--- src/tsc_map.svh ---
`ifndef TSC_MAP_SVH
`define TSC_MAP_SVH

// Register byte offsets
`define TSC_OFF_CTRL       8'h00
`define TSC_OFF_STATUS     8'h04
`define TSC_OFF_THRESHOLD  8'h08

// Control register field positions
`define TSC_CTRL_DIV_HI    25
`define TSC_CTRL_DIV_LO    16
`define TSC_CTRL_ALARM_ENABLE      8
`define TSC_CTRL_PDN       7
`define TSC_CTRL_DCOR_HI   6
`define TSC_CTRL_DCOR_LO   2
`define TSC_CTRL_SRSTN     1
`define TSC_CTRL_SENSOR_CLOCK_ENABLE     0

// Status register field positions
`define TSC_ST_MAX_HI      30
`define TSC_ST_MAX_LO      24
`define TSC_ST_MIN_HI      22
`define TSC_ST_MIN_LO      16
`define TSC_ST_SCLK        15
`define TSC_ST_WE          10
`define TSC_ST_UPD         9
`define TSC_ST_ALARM_ACTIVE       8
`define TSC_ST_DATA_HI     6
`define TSC_ST_DATA_LO     0

// Threshold register field positions
`define TSC_THR_HI         6
`define TSC_THR_LO         0

// Reset values
`define TSC_RST_MAX        7'h00
`define TSC_RST_MIN        7'h7F
`define TSC_RST_DATA       7'h00
`define TSC_RST_THRESHOLD  7'h00
`define TSC_RST_DIV        10'h000

// Synchroniser depth for sensor pins
`define TSC_SYNC_STAGES    3

`endif

--- src/tsc_pkg.sv ---
package tsc_pkg;

   typedef logic [6:0] tsc_temp_t;

   typedef struct packed {
      logic [9:0] div;
      logic       alarmEnable;
      logic       powerUpN;
      logic [4:0] dcorrect;
      logic       sensorRstN;
      logic       sensorClockEnable;
   } tsc_ctrl_t;

   typedef struct packed {
      tsc_temp_t maxVal;
      tsc_temp_t minVal;
      logic      newSampleFlag;
      logic      alarmActive;
      tsc_temp_t data;
   } tsc_status_t;

   typedef enum {
      TSC_SEL_CTRL,
      TSC_SEL_STATUS,
      TSC_SEL_THRESHOLD,
      TSC_SEL_NONE
   } tsc_sel_t;

endpackage

--- src/tsc_sync.sv ---
`timescale 1ns/1ps
`include "tsc_map.svh"

// Three-stage pin synchroniser; output changes once stages two and three agree
module tsc_sync #(
   parameter int WIDTH = 1
) (
   input  wire logic             clk,
   input  wire logic             rst_n,
   input  wire logic [WIDTH-1:0] pinIn,
   output logic      [WIDTH-1:0] stableOut
);

   logic [WIDTH-1:0] stage_ff [`TSC_SYNC_STAGES];
   logic [WIDTH-1:0] stable_ff;
   logic [WIDTH-1:0] nxt_stable;

   genvar g;
   generate
      for (g = 0; g < `TSC_SYNC_STAGES; g++) begin : gStage
         always_ff @(posedge clk or negedge rst_n) begin
            if (!rst_n) begin
               stage_ff[g] <= '0;
            end else begin
               stage_ff[g] <= (g == 0) ? pinIn : stage_ff[(g == 0) ? 0 : g-1];
            end
         end
      end
   endgenerate

   always_comb begin
      nxt_stable = stable_ff;
      if (stage_ff[1] == stage_ff[2]) begin
         nxt_stable = stage_ff[2];
      end
   end

   always_ff @(posedge clk or negedge rst_n) begin
      if (!rst_n) begin
         stable_ff <= '0;
      end else begin
         stable_ff <= nxt_stable;
      end
   end

   assign stableOut = stable_ff;

endmodule

--- src/tsc_temp_sensor.sv ---
`timescale 1ns/1ps
`include "tsc_map.svh"

module tsc_temp_sensor (
   input  wire logic        clk,
   input  wire logic        rst_n,
   // APB slave
   input  wire logic        psel,
   input  wire logic        penable,
   input  wire logic        pwrite,
   input  wire logic [7:0]  paddr,
   input  wire logic [31:0] pwdata,
   output logic      [31:0] prdata,
   output logic             pready,
   output logic             pslverr,
   // Sensor side
   input  wire logic [6:0]  sensorData,
   input  wire logic        sensorValid,
   output logic             sensorClk,
   output logic             sensorRstN,
   output logic             sensorPdN,
   output logic [4:0]       sensorDcorrect,
   output logic             irq
);

   function automatic tsc_pkg::tsc_sel_t regSel(input logic [7:0] a);
      case (a)
         `TSC_OFF_CTRL:      regSel = tsc_pkg::TSC_SEL_CTRL;
         `TSC_OFF_STATUS:    regSel = tsc_pkg::TSC_SEL_STATUS;
         `TSC_OFF_THRESHOLD: regSel = tsc_pkg::TSC_SEL_THRESHOLD;
         default:            regSel = tsc_pkg::TSC_SEL_NONE;
      endcase
   endfunction

   // Readable words; reserved positions stay zero
   function automatic logic [31:0] ctrlWord(input tsc_pkg::tsc_ctrl_t c);
      ctrlWord = 32'h0000_0000;
      ctrlWord[`TSC_CTRL_DIV_HI:`TSC_CTRL_DIV_LO]   = c.div;
      ctrlWord[`TSC_CTRL_ALARM_ENABLE]                      = c.alarmEnable;
      ctrlWord[`TSC_CTRL_PDN]                       = c.powerUpN;
      ctrlWord[`TSC_CTRL_DCOR_HI:`TSC_CTRL_DCOR_LO] = c.dcorrect;
      ctrlWord[`TSC_CTRL_SRSTN]                     = c.sensorRstN;
      ctrlWord[`TSC_CTRL_SENSOR_CLOCK_ENABLE]                     = c.sensorClockEnable;
   endfunction

   function automatic logic [31:0] statusWord(
      input tsc_pkg::tsc_status_t s,
      input logic                 sclk
   );
      statusWord = 32'h0000_0000;
      statusWord[`TSC_ST_MAX_HI:`TSC_ST_MAX_LO]   = s.maxVal;
      statusWord[`TSC_ST_MIN_HI:`TSC_ST_MIN_LO]   = s.minVal;
      statusWord[`TSC_ST_SCLK]                    = sclk;
      statusWord[`TSC_ST_WE]                      = 1'b0;
      statusWord[`TSC_ST_UPD]                     = s.newSampleFlag;
      statusWord[`TSC_ST_ALARM_ACTIVE]                   = s.alarmActive;
      statusWord[`TSC_ST_DATA_HI:`TSC_ST_DATA_LO] = s.data;
   endfunction

   tsc_pkg::tsc_ctrl_t   ctrl_ff,      nxt_ctrl;
   tsc_pkg::tsc_status_t status_ff,    nxt_status;
   tsc_pkg::tsc_temp_t   threshold_ff, nxt_threshold;
   logic [31:0]          prdata_ff,    nxt_prdata;
   logic                 pready_ff,    nxt_pready;
   logic                 pslverr_ff,   nxt_pslverr;
   logic                 irq_ff,       nxt_irq;
   logic [9:0]           divCnt_ff,    nxt_divCnt;
   logic                 sclk_ff,      nxt_sclk;
   logic                 validLast_ff, nxt_validLast;

   logic [7:0]           syncOut;
   logic                 validSync;
   tsc_pkg::tsc_temp_t   dataSync;
   logic                 sample;
   logic                 access;
   logic                 wrAcc;
   logic                 rdAcc;
   tsc_pkg::tsc_sel_t    sel;
   logic                 wrCtrl;
   logic                 wrStat;
   logic                 wrThr;
   logic                 rdStat;

   tsc_sync #(
      .WIDTH(8)
   ) uSync (
      .clk      (clk),
      .rst_n    (rst_n),
      .pinIn    ({sensorValid, sensorData}),
      .stableOut(syncOut)
   );

   assign validSync = syncOut[7];
   assign dataSync  = syncOut[6:0];
   // One capture per sample strobe from the sensor
   assign sample    = validSync & ~validLast_ff;

   // Access taken in first access-phase cycle; pready follows one cycle later
   assign access = psel & penable & ~pready_ff;
   assign wrAcc  = access & pwrite;
   assign rdAcc  = access & ~pwrite;
   assign sel    = regSel(paddr);

   // Decoded register strobes
   assign wrCtrl = wrAcc & (sel == tsc_pkg::TSC_SEL_CTRL);
   assign wrStat = wrAcc & (sel == tsc_pkg::TSC_SEL_STATUS);
   assign wrThr  = wrAcc & (sel == tsc_pkg::TSC_SEL_THRESHOLD);
   assign rdStat = rdAcc & (sel == tsc_pkg::TSC_SEL_STATUS);

   // Sensor clock divider
   always_comb begin
      nxt_divCnt = divCnt_ff;
      nxt_sclk   = sclk_ff;
      if (!ctrl_ff.sensorClockEnable || ctrl_ff.div == 10'h000) begin
         nxt_divCnt = 10'h000;
         nxt_sclk   = 1'b0;
      end else if (divCnt_ff >= ctrl_ff.div - 10'h001) begin
         nxt_divCnt = 10'h000;
         nxt_sclk   = ~sclk_ff;
      end else begin
         nxt_divCnt = divCnt_ff + 10'h001;
      end
   end

   always_ff @(posedge clk or negedge rst_n) begin
      if (!rst_n) begin
         divCnt_ff <= 10'h000;
         sclk_ff   <= 1'b0;
      end else begin
         divCnt_ff <= nxt_divCnt;
         sclk_ff   <= nxt_sclk;
      end
   end

   // Control register
   always_comb begin
      nxt_ctrl = ctrl_ff;
      if (wrCtrl) begin
         nxt_ctrl.div         = pwdata[`TSC_CTRL_DIV_HI:`TSC_CTRL_DIV_LO];
         nxt_ctrl.alarmEnable = pwdata[`TSC_CTRL_ALARM_ENABLE];
         nxt_ctrl.powerUpN    = pwdata[`TSC_CTRL_PDN];
         nxt_ctrl.dcorrect    = pwdata[`TSC_CTRL_DCOR_HI:`TSC_CTRL_DCOR_LO];
         nxt_ctrl.sensorRstN  = pwdata[`TSC_CTRL_SRSTN];
         nxt_ctrl.sensorClockEnable = pwdata[`TSC_CTRL_SENSOR_CLOCK_ENABLE];
      end
   end

   always_ff @(posedge clk or negedge rst_n) begin
      if (!rst_n) begin
         ctrl_ff <= '0;
      end else begin
         ctrl_ff <= nxt_ctrl;
      end
   end

   // Alarm threshold; bits above the value field are dropped
   always_comb begin
      nxt_threshold = threshold_ff;
      if (wrThr) begin
         nxt_threshold = pwdata[`TSC_THR_HI:`TSC_THR_LO];
      end
   end

   always_ff @(posedge clk or negedge rst_n) begin
      if (!rst_n) begin
         threshold_ff <= `TSC_RST_THRESHOLD;
      end else begin
         threshold_ff <= nxt_threshold;
      end
   end

   // Edge detect of the synchronised strobe; resets to the idle low level
   always_comb begin
      nxt_validLast = validSync;
   end

   always_ff @(posedge clk or negedge rst_n) begin
      if (!rst_n) begin
         validLast_ff <= 1'b0;
      end else begin
         validLast_ff <= nxt_validLast;
      end
   end

   // Status register
   always_comb begin
      nxt_status = status_ff;
      if (sample) begin
         // Unsigned 7-bit compare throughout
         nxt_status.data = dataSync;
         if (dataSync > status_ff.maxVal) begin
            nxt_status.maxVal = dataSync;
         end
         if (dataSync < status_ff.minVal) begin
            nxt_status.minVal = dataSync;
         end
      end
      if (wrStat) begin
         if (pwdata[`TSC_ST_WE]) begin
            // Software load wins over a sample in the same cycle
            nxt_status.maxVal = pwdata[`TSC_ST_MAX_HI:`TSC_ST_MAX_LO];
            nxt_status.minVal = pwdata[`TSC_ST_MIN_HI:`TSC_ST_MIN_LO];
         end
         if (pwdata[`TSC_ST_ALARM_ACTIVE]) begin
            nxt_status.alarmActive = 1'b0;
         end
      end
      if (rdStat) begin
         nxt_status.newSampleFlag = 1'b0;
      end
      // Sets below override clears above
      if (sample) begin
         nxt_status.newSampleFlag = 1'b1;
         if (ctrl_ff.alarmEnable && dataSync >= threshold_ff) begin
            nxt_status.alarmActive = 1'b1;
         end
      end
   end

   always_ff @(posedge clk or negedge rst_n) begin
      if (!rst_n) begin
         status_ff.maxVal        <= `TSC_RST_MAX;
         status_ff.minVal        <= `TSC_RST_MIN;
         status_ff.newSampleFlag <= 1'b0;
         status_ff.alarmActive   <= 1'b0;
         status_ff.data          <= `TSC_RST_DATA;
      end else begin
         status_ff <= nxt_status;
      end
   end

   // Interrupt pulse on the low-to-high step of the alarm flag only
   always_comb begin
      nxt_irq = 1'b0;
      if (nxt_status.alarmActive && !status_ff.alarmActive) begin
         nxt_irq = 1'b1;
      end
   end

   always_ff @(posedge clk or negedge rst_n) begin
      if (!rst_n) begin
         irq_ff <= 1'b0;
      end else begin
         irq_ff <= nxt_irq;
      end
   end

   // Bus answer
   always_comb begin
      nxt_prdata  = prdata_ff;
      nxt_pready  = access;
      nxt_pslverr = 1'b0;
      if (access) begin
         nxt_pslverr = (sel == tsc_pkg::TSC_SEL_NONE);
         nxt_prdata  = 32'h0000_0000;
         if (!pwrite) begin
            case (sel)
               tsc_pkg::TSC_SEL_CTRL: begin
                  nxt_prdata = ctrlWord(ctrl_ff);
               end
               tsc_pkg::TSC_SEL_STATUS: begin
                  nxt_prdata = statusWord(status_ff, sclk_ff);
               end
               tsc_pkg::TSC_SEL_THRESHOLD: begin
                  nxt_prdata[`TSC_THR_HI:`TSC_THR_LO] = threshold_ff;
               end
               default: begin
                  nxt_prdata = 32'h0000_0000;
               end
            endcase
         end
      end
   end

   always_ff @(posedge clk or negedge rst_n) begin
      if (!rst_n) begin
         prdata_ff  <= 32'h0000_0000;
         pready_ff  <= 1'b0;
         pslverr_ff <= 1'b0;
      end else begin
         prdata_ff  <= nxt_prdata;
         pready_ff  <= nxt_pready;
         pslverr_ff <= nxt_pslverr;
      end
   end

   assign prdata         = prdata_ff;
   assign pready         = pready_ff;
   assign pslverr        = pslverr_ff;
   assign irq            = irq_ff;
   assign sensorClk      = sclk_ff;
   assign sensorRstN     = ctrl_ff.sensorRstN;
   assign sensorPdN      = ctrl_ff.powerUpN;
   assign sensorDcorrect = ctrl_ff.dcorrect;

endmodule

--- config.mk ---
export PLATFORM = sky130hd
export DESIGN_NAME = tsc_temp_sensor
export DESIGN_NICKNAME = d
export VERILOG_FILES = /design/src/tsc_pkg.sv /design/src/tsc_sync.sv /design/src/tsc_temp_sensor.sv
export VERILOG_INCLUDE_DIRS = /design/src
export SDC_FILE = /design/constraint.sdc
export NUM_CORES = 1
export LEC_CHECK = 0
export ABC_CLOCK_PERIOD_IN_PS = 7500
export BUFFER_PORTS_ARGS = -buffer_cell sky130_fd_sc_hd__clkbuf_2
export CAP_MARGIN = 5
export CELL_PAD_IN_SITES_DETAIL_PLACEMENT = 1
export CELL_PAD_IN_SITES_GLOBAL_PLACEMENT = 1
export CORE_MARGIN = 1.5
export CORE_UTILIZATION = 45
export DETAILED_ROUTE_END_ITERATION = 10
export GPL_TIMING_DRIVEN = 0
export PLACE_DENSITY = 0.87
export SLEW_MARGIN = 20
export SYNTH_ARGS = -nofsm -noshare
export SYNTH_HDL_FRONTEND = slang
export SYNTH_SLANG_ARGS = --single-unit
--- constraint.sdc ---
create_clock -name clk -period 7.5 [get_ports clk]
set_clock_uncertainty 0.15 [all_clocks]
set_input_delay 0.375 -clock clk [delete_from_list [all_inputs] [get_ports clk]]
set_output_delay 0.375 -clock clk [all_outputs]
set_load 0.005 [all_outputs]
==> flow_summary.toml <==
[route]
drt-total-wl_um = 16600
drt_first_pass_iters = 4
wl_per_cell_um = 20.1
route.detailed.drc = 0
vias = 4474
post_drt_via_cell_ratio = 5.43
ant_nets = 0
drt-initial-drc-count = 245

[timing]
maxSlewHeadroom = 0.305
timing.setup.tns_ns = 0
setup-violations-final = 0
final.setup.worst_slack_ns = 4.28
whs_ns = 0.0361
slew_viol_final = 0
rsz0062_at_grt = "false"
hold_violations = 0
period_share = 0.429
fmax_mhz = 311
worstMarginPinSlew_ns = 1.04
finalCriticalPeriod_ns = 3.22

[clock_tree]
cts-root-buf = "clkbuf_16"
cts.clk_slew.worst_paths_ns = 0.06
clock_path_buffers = 2
cts_resized = 0
numCtsBuffers = 17
cts_setup_buffers = 0
cts_tree = "yes"
cts_htree_levels = 4
cts.sinks = 122
clock_latency_ns = 0.42

[cells_and_area]
synthToLayoutAreaGrowth_pct = 24.3
final_nets = 724
mostFrequentLayoutCell = "dfrtp_1"
drive_gt1_frac = 0.264
antenna_cells = 0
finalInstanceArea_sq_um = 7210
layout_common_cells = "dfrtp_1 (115), clkbuf_2 (81), nand2_1 (79)"

[global_route]
grt-ovfl-total = 0
grt_pass1_vias = 4969
grt_max_degree = 85
track_usage = 0.262
grt_pass1_wl_um = 26200
antenna_found_initial = 0

[power]
power_mw = 1.86
p_leak_nw = 3.76
ir_worst_vdd_v = 0.000173
power.density_nw_per_um2 = 258

[hold_path]
hold_path_class = "in2reg"
min-delay-start = "pwdata[23]"

[synthesis]
yosysWarnings = 0
ys_seq_area_frac = 0.528
avgSynthCellArea_sq_um = 11.1
ys_types = 42
synth_cells = 523
syn-cell-area_sq_um = 5800
ys_ff_latch = 122

[worst_setup_path]
cp_num_buf_inv = 0
required_ns = 7.68
reg2reg_from = "ctrl_ff[14]$_DFFE_PN0P_"
cpLargestDelayFamily = "simple AND/OR/NAND/NOR gates"
slowest_delay_ns = 0.54
startpoint_type = "flop"
cp-startpoint = "ctrl_ff[14]$_DFFE_PN0P_"
path_cells = "nor4_1 > nand2b_1 > nor3_1 > xnor2_1 > ha_1 > a21o_1 > a21o_1 > a21oi_1 > o211ai_1 > nor2_1"
path_class = "reg2reg"
crit_fanout = 10
arrival_ns = 3.40
cp_slowest_cell = "nor4_1"
endpoint_kind = "flop"
worst_path_most_repeated_cell = "a21o_1"

[die]
initial_core_util = 0.459
pin_count = 96
num_rows = 41
dieArea_sq_um = 13600
die_y_um = 117
coreArea_sq_um = 12600
fp.dieW_um = 117

[place]
place_ws_ns = 4.38
hpwlAfterDp_um = 10900
gp_congestion = 0.776
io_buffers = 82
place_area_sq_um = 6480

[job]
drv_cap = 0

[status]
status = "completed"
==> cell type report <==
type                       count  area [sq um]
buffer                        26           168
timing repair buffer          92           537
sequential                   122          3060
multi-input combinational    354          2490
fill                        1396          5410
inverter                      26          97.6
tap                          172           215
clock inverter                15           213
clock buffer                  17           425
==> metal layers <==
metal  vias to the layer above  share of wire  GRT usage
met5                         -              0          0
met4                         0          0.027      0.109
met3                        41          0.046     0.0514
met2                       151           0.52      0.475
met1                      2266           0.40      0.304
li1                       2016              -          -
==> state kept, by name, summed over array words and instances (netlist names) <==
signal,flops
prdata,26
uSync.stage_ff,24
status_ff,23
ctrl_ff,12
divCnt_ff,10
uSync.stableOut,8
threshold_ff,7
sensorDcorrect,5
irq,1
pready,1
pslverr,1
sensorClk,1
sensorPdN,1
sensorRstN,1
validLast_ff,1
==> cell families (layout without fill, tap and decap cells) <==
| family | count (synthesis) | count (layout) | share of synthesized area |
|---|---|---|---|
| AOI/OAI and AO/OA | 82 | 82 | 0.0861 |
| xor gates and xnor gates | 24 | 24 | 0.0363 |
| adders and majority gates | 32 | 32 | 0.0691 |
| buffers and inverters | 52 | 176 | 0.0457 |
| DFF | 122 | 122 | 0.528 |
| muxes | 58 | 58 | 0.112 |
| other | 1 | 6 | 0.000647 |
| and+or+nand+nor | 152 | 152 | 0.122 |
==> repair_timing <==
| item | CTS | global route |
|---|---|---|
| hold endpoints to repair | 46 | 0 |
| endpoints found under the setup margin | 0 | 0 |
| hold buffers | 9 | 0 |
==> where the power goes <==
group | switching [mW] | internal, mW
clock | 0.334 | 0.564
combinational | 0.120 | 0.0874
sequential | 0.0424 | 0.709
total | 0.496 | 1.36
==> Yosys cell counts <==
library cell  count  area [sq um]
dfrtp_1         115          2880
nand2_1          79           297
ha_1             32           400
mux2i_1          32           320
nor2_1           32           120
a21oi_1          28           140
o21ai_0          27           135
inv_1            26          97.6
xor2_1           18           158
mux2_2           16           180
a22o_1           14           123
buf_4            11          82.6
mux2_4           10           150
clkbuf_1          8          30.0
dfstp_2           7           184
nand3_1           6          30.0
nand4_1           6          37.5
xnor2_1           6          52.6
a21o_1            5          37.5
nand2b_1          5          31.3
nor3_1            5          25.0
buf_2             4          20.0
nand3b_1          4          30.0
nor2b_1           4          25.0
nor4_1            3          18.8
o21a_1            3          22.5
o211ai_1          2          15.0
a211o_1           1          8.76
and2_1            1          6.26
and3b_2           1          10.0
buf_1             1          3.75
buf_12            1          20.0
buf_6             1          11.3
conb_1            1          3.75
nand3_2           1          10.0
nand3b_2          1          11.3
nand4_2           1          12.5
nor3_2            1          10.0
nor4_4            1          21.3
o221ai_1          1          8.76
o31a_1            1          8.76
or4_4             1          11.3
==> worst paths after layout <==
check	depth (start not counted)	slack, ns	end
worst max-delay path	10	4.28	divCnt_ff[0]$_DFF_PN0_
worst min-delay path	2	0.04	ctrl_ff[16]$_DFFE_PN0P_
worst max register to register	10	4.28	divCnt_ff[0]$_DFF_PN0_
worst min register to register	0	0.20	uSync.stage_ff[12]$_DFF_PN0_
max in group asynchronous	3	6.20	status_ff[10]$_DFF_PN1_
min in group asynchronous	2	0.28	status_ff[20]$_DFF_PN0_
==> metrics by stage <==
stage,cells,util
floorplan,528,-
global placement,782,0.511
detailed placement,783,0.513
CTS,824,0.571
global route,824,0.571
finish,824,0.571
==> worst register-to-register path, delay by kind of cell, from the launching register on <==
| kind | cells | cell delay [ns] |
|---|---|---|
| AND/OR/NAND/NOR | 4 | 1.15 |
| AO/OA/AOI/OAI | 4 | 0.95 |
| flip-flops | 1 | 0.44 |
| adder cells (fa/ha/maj) | 1 | 0.28 |
| XOR/XNOR | 1 | 0.16 |
Note: power is estimated with default switching activity, not from simulation.
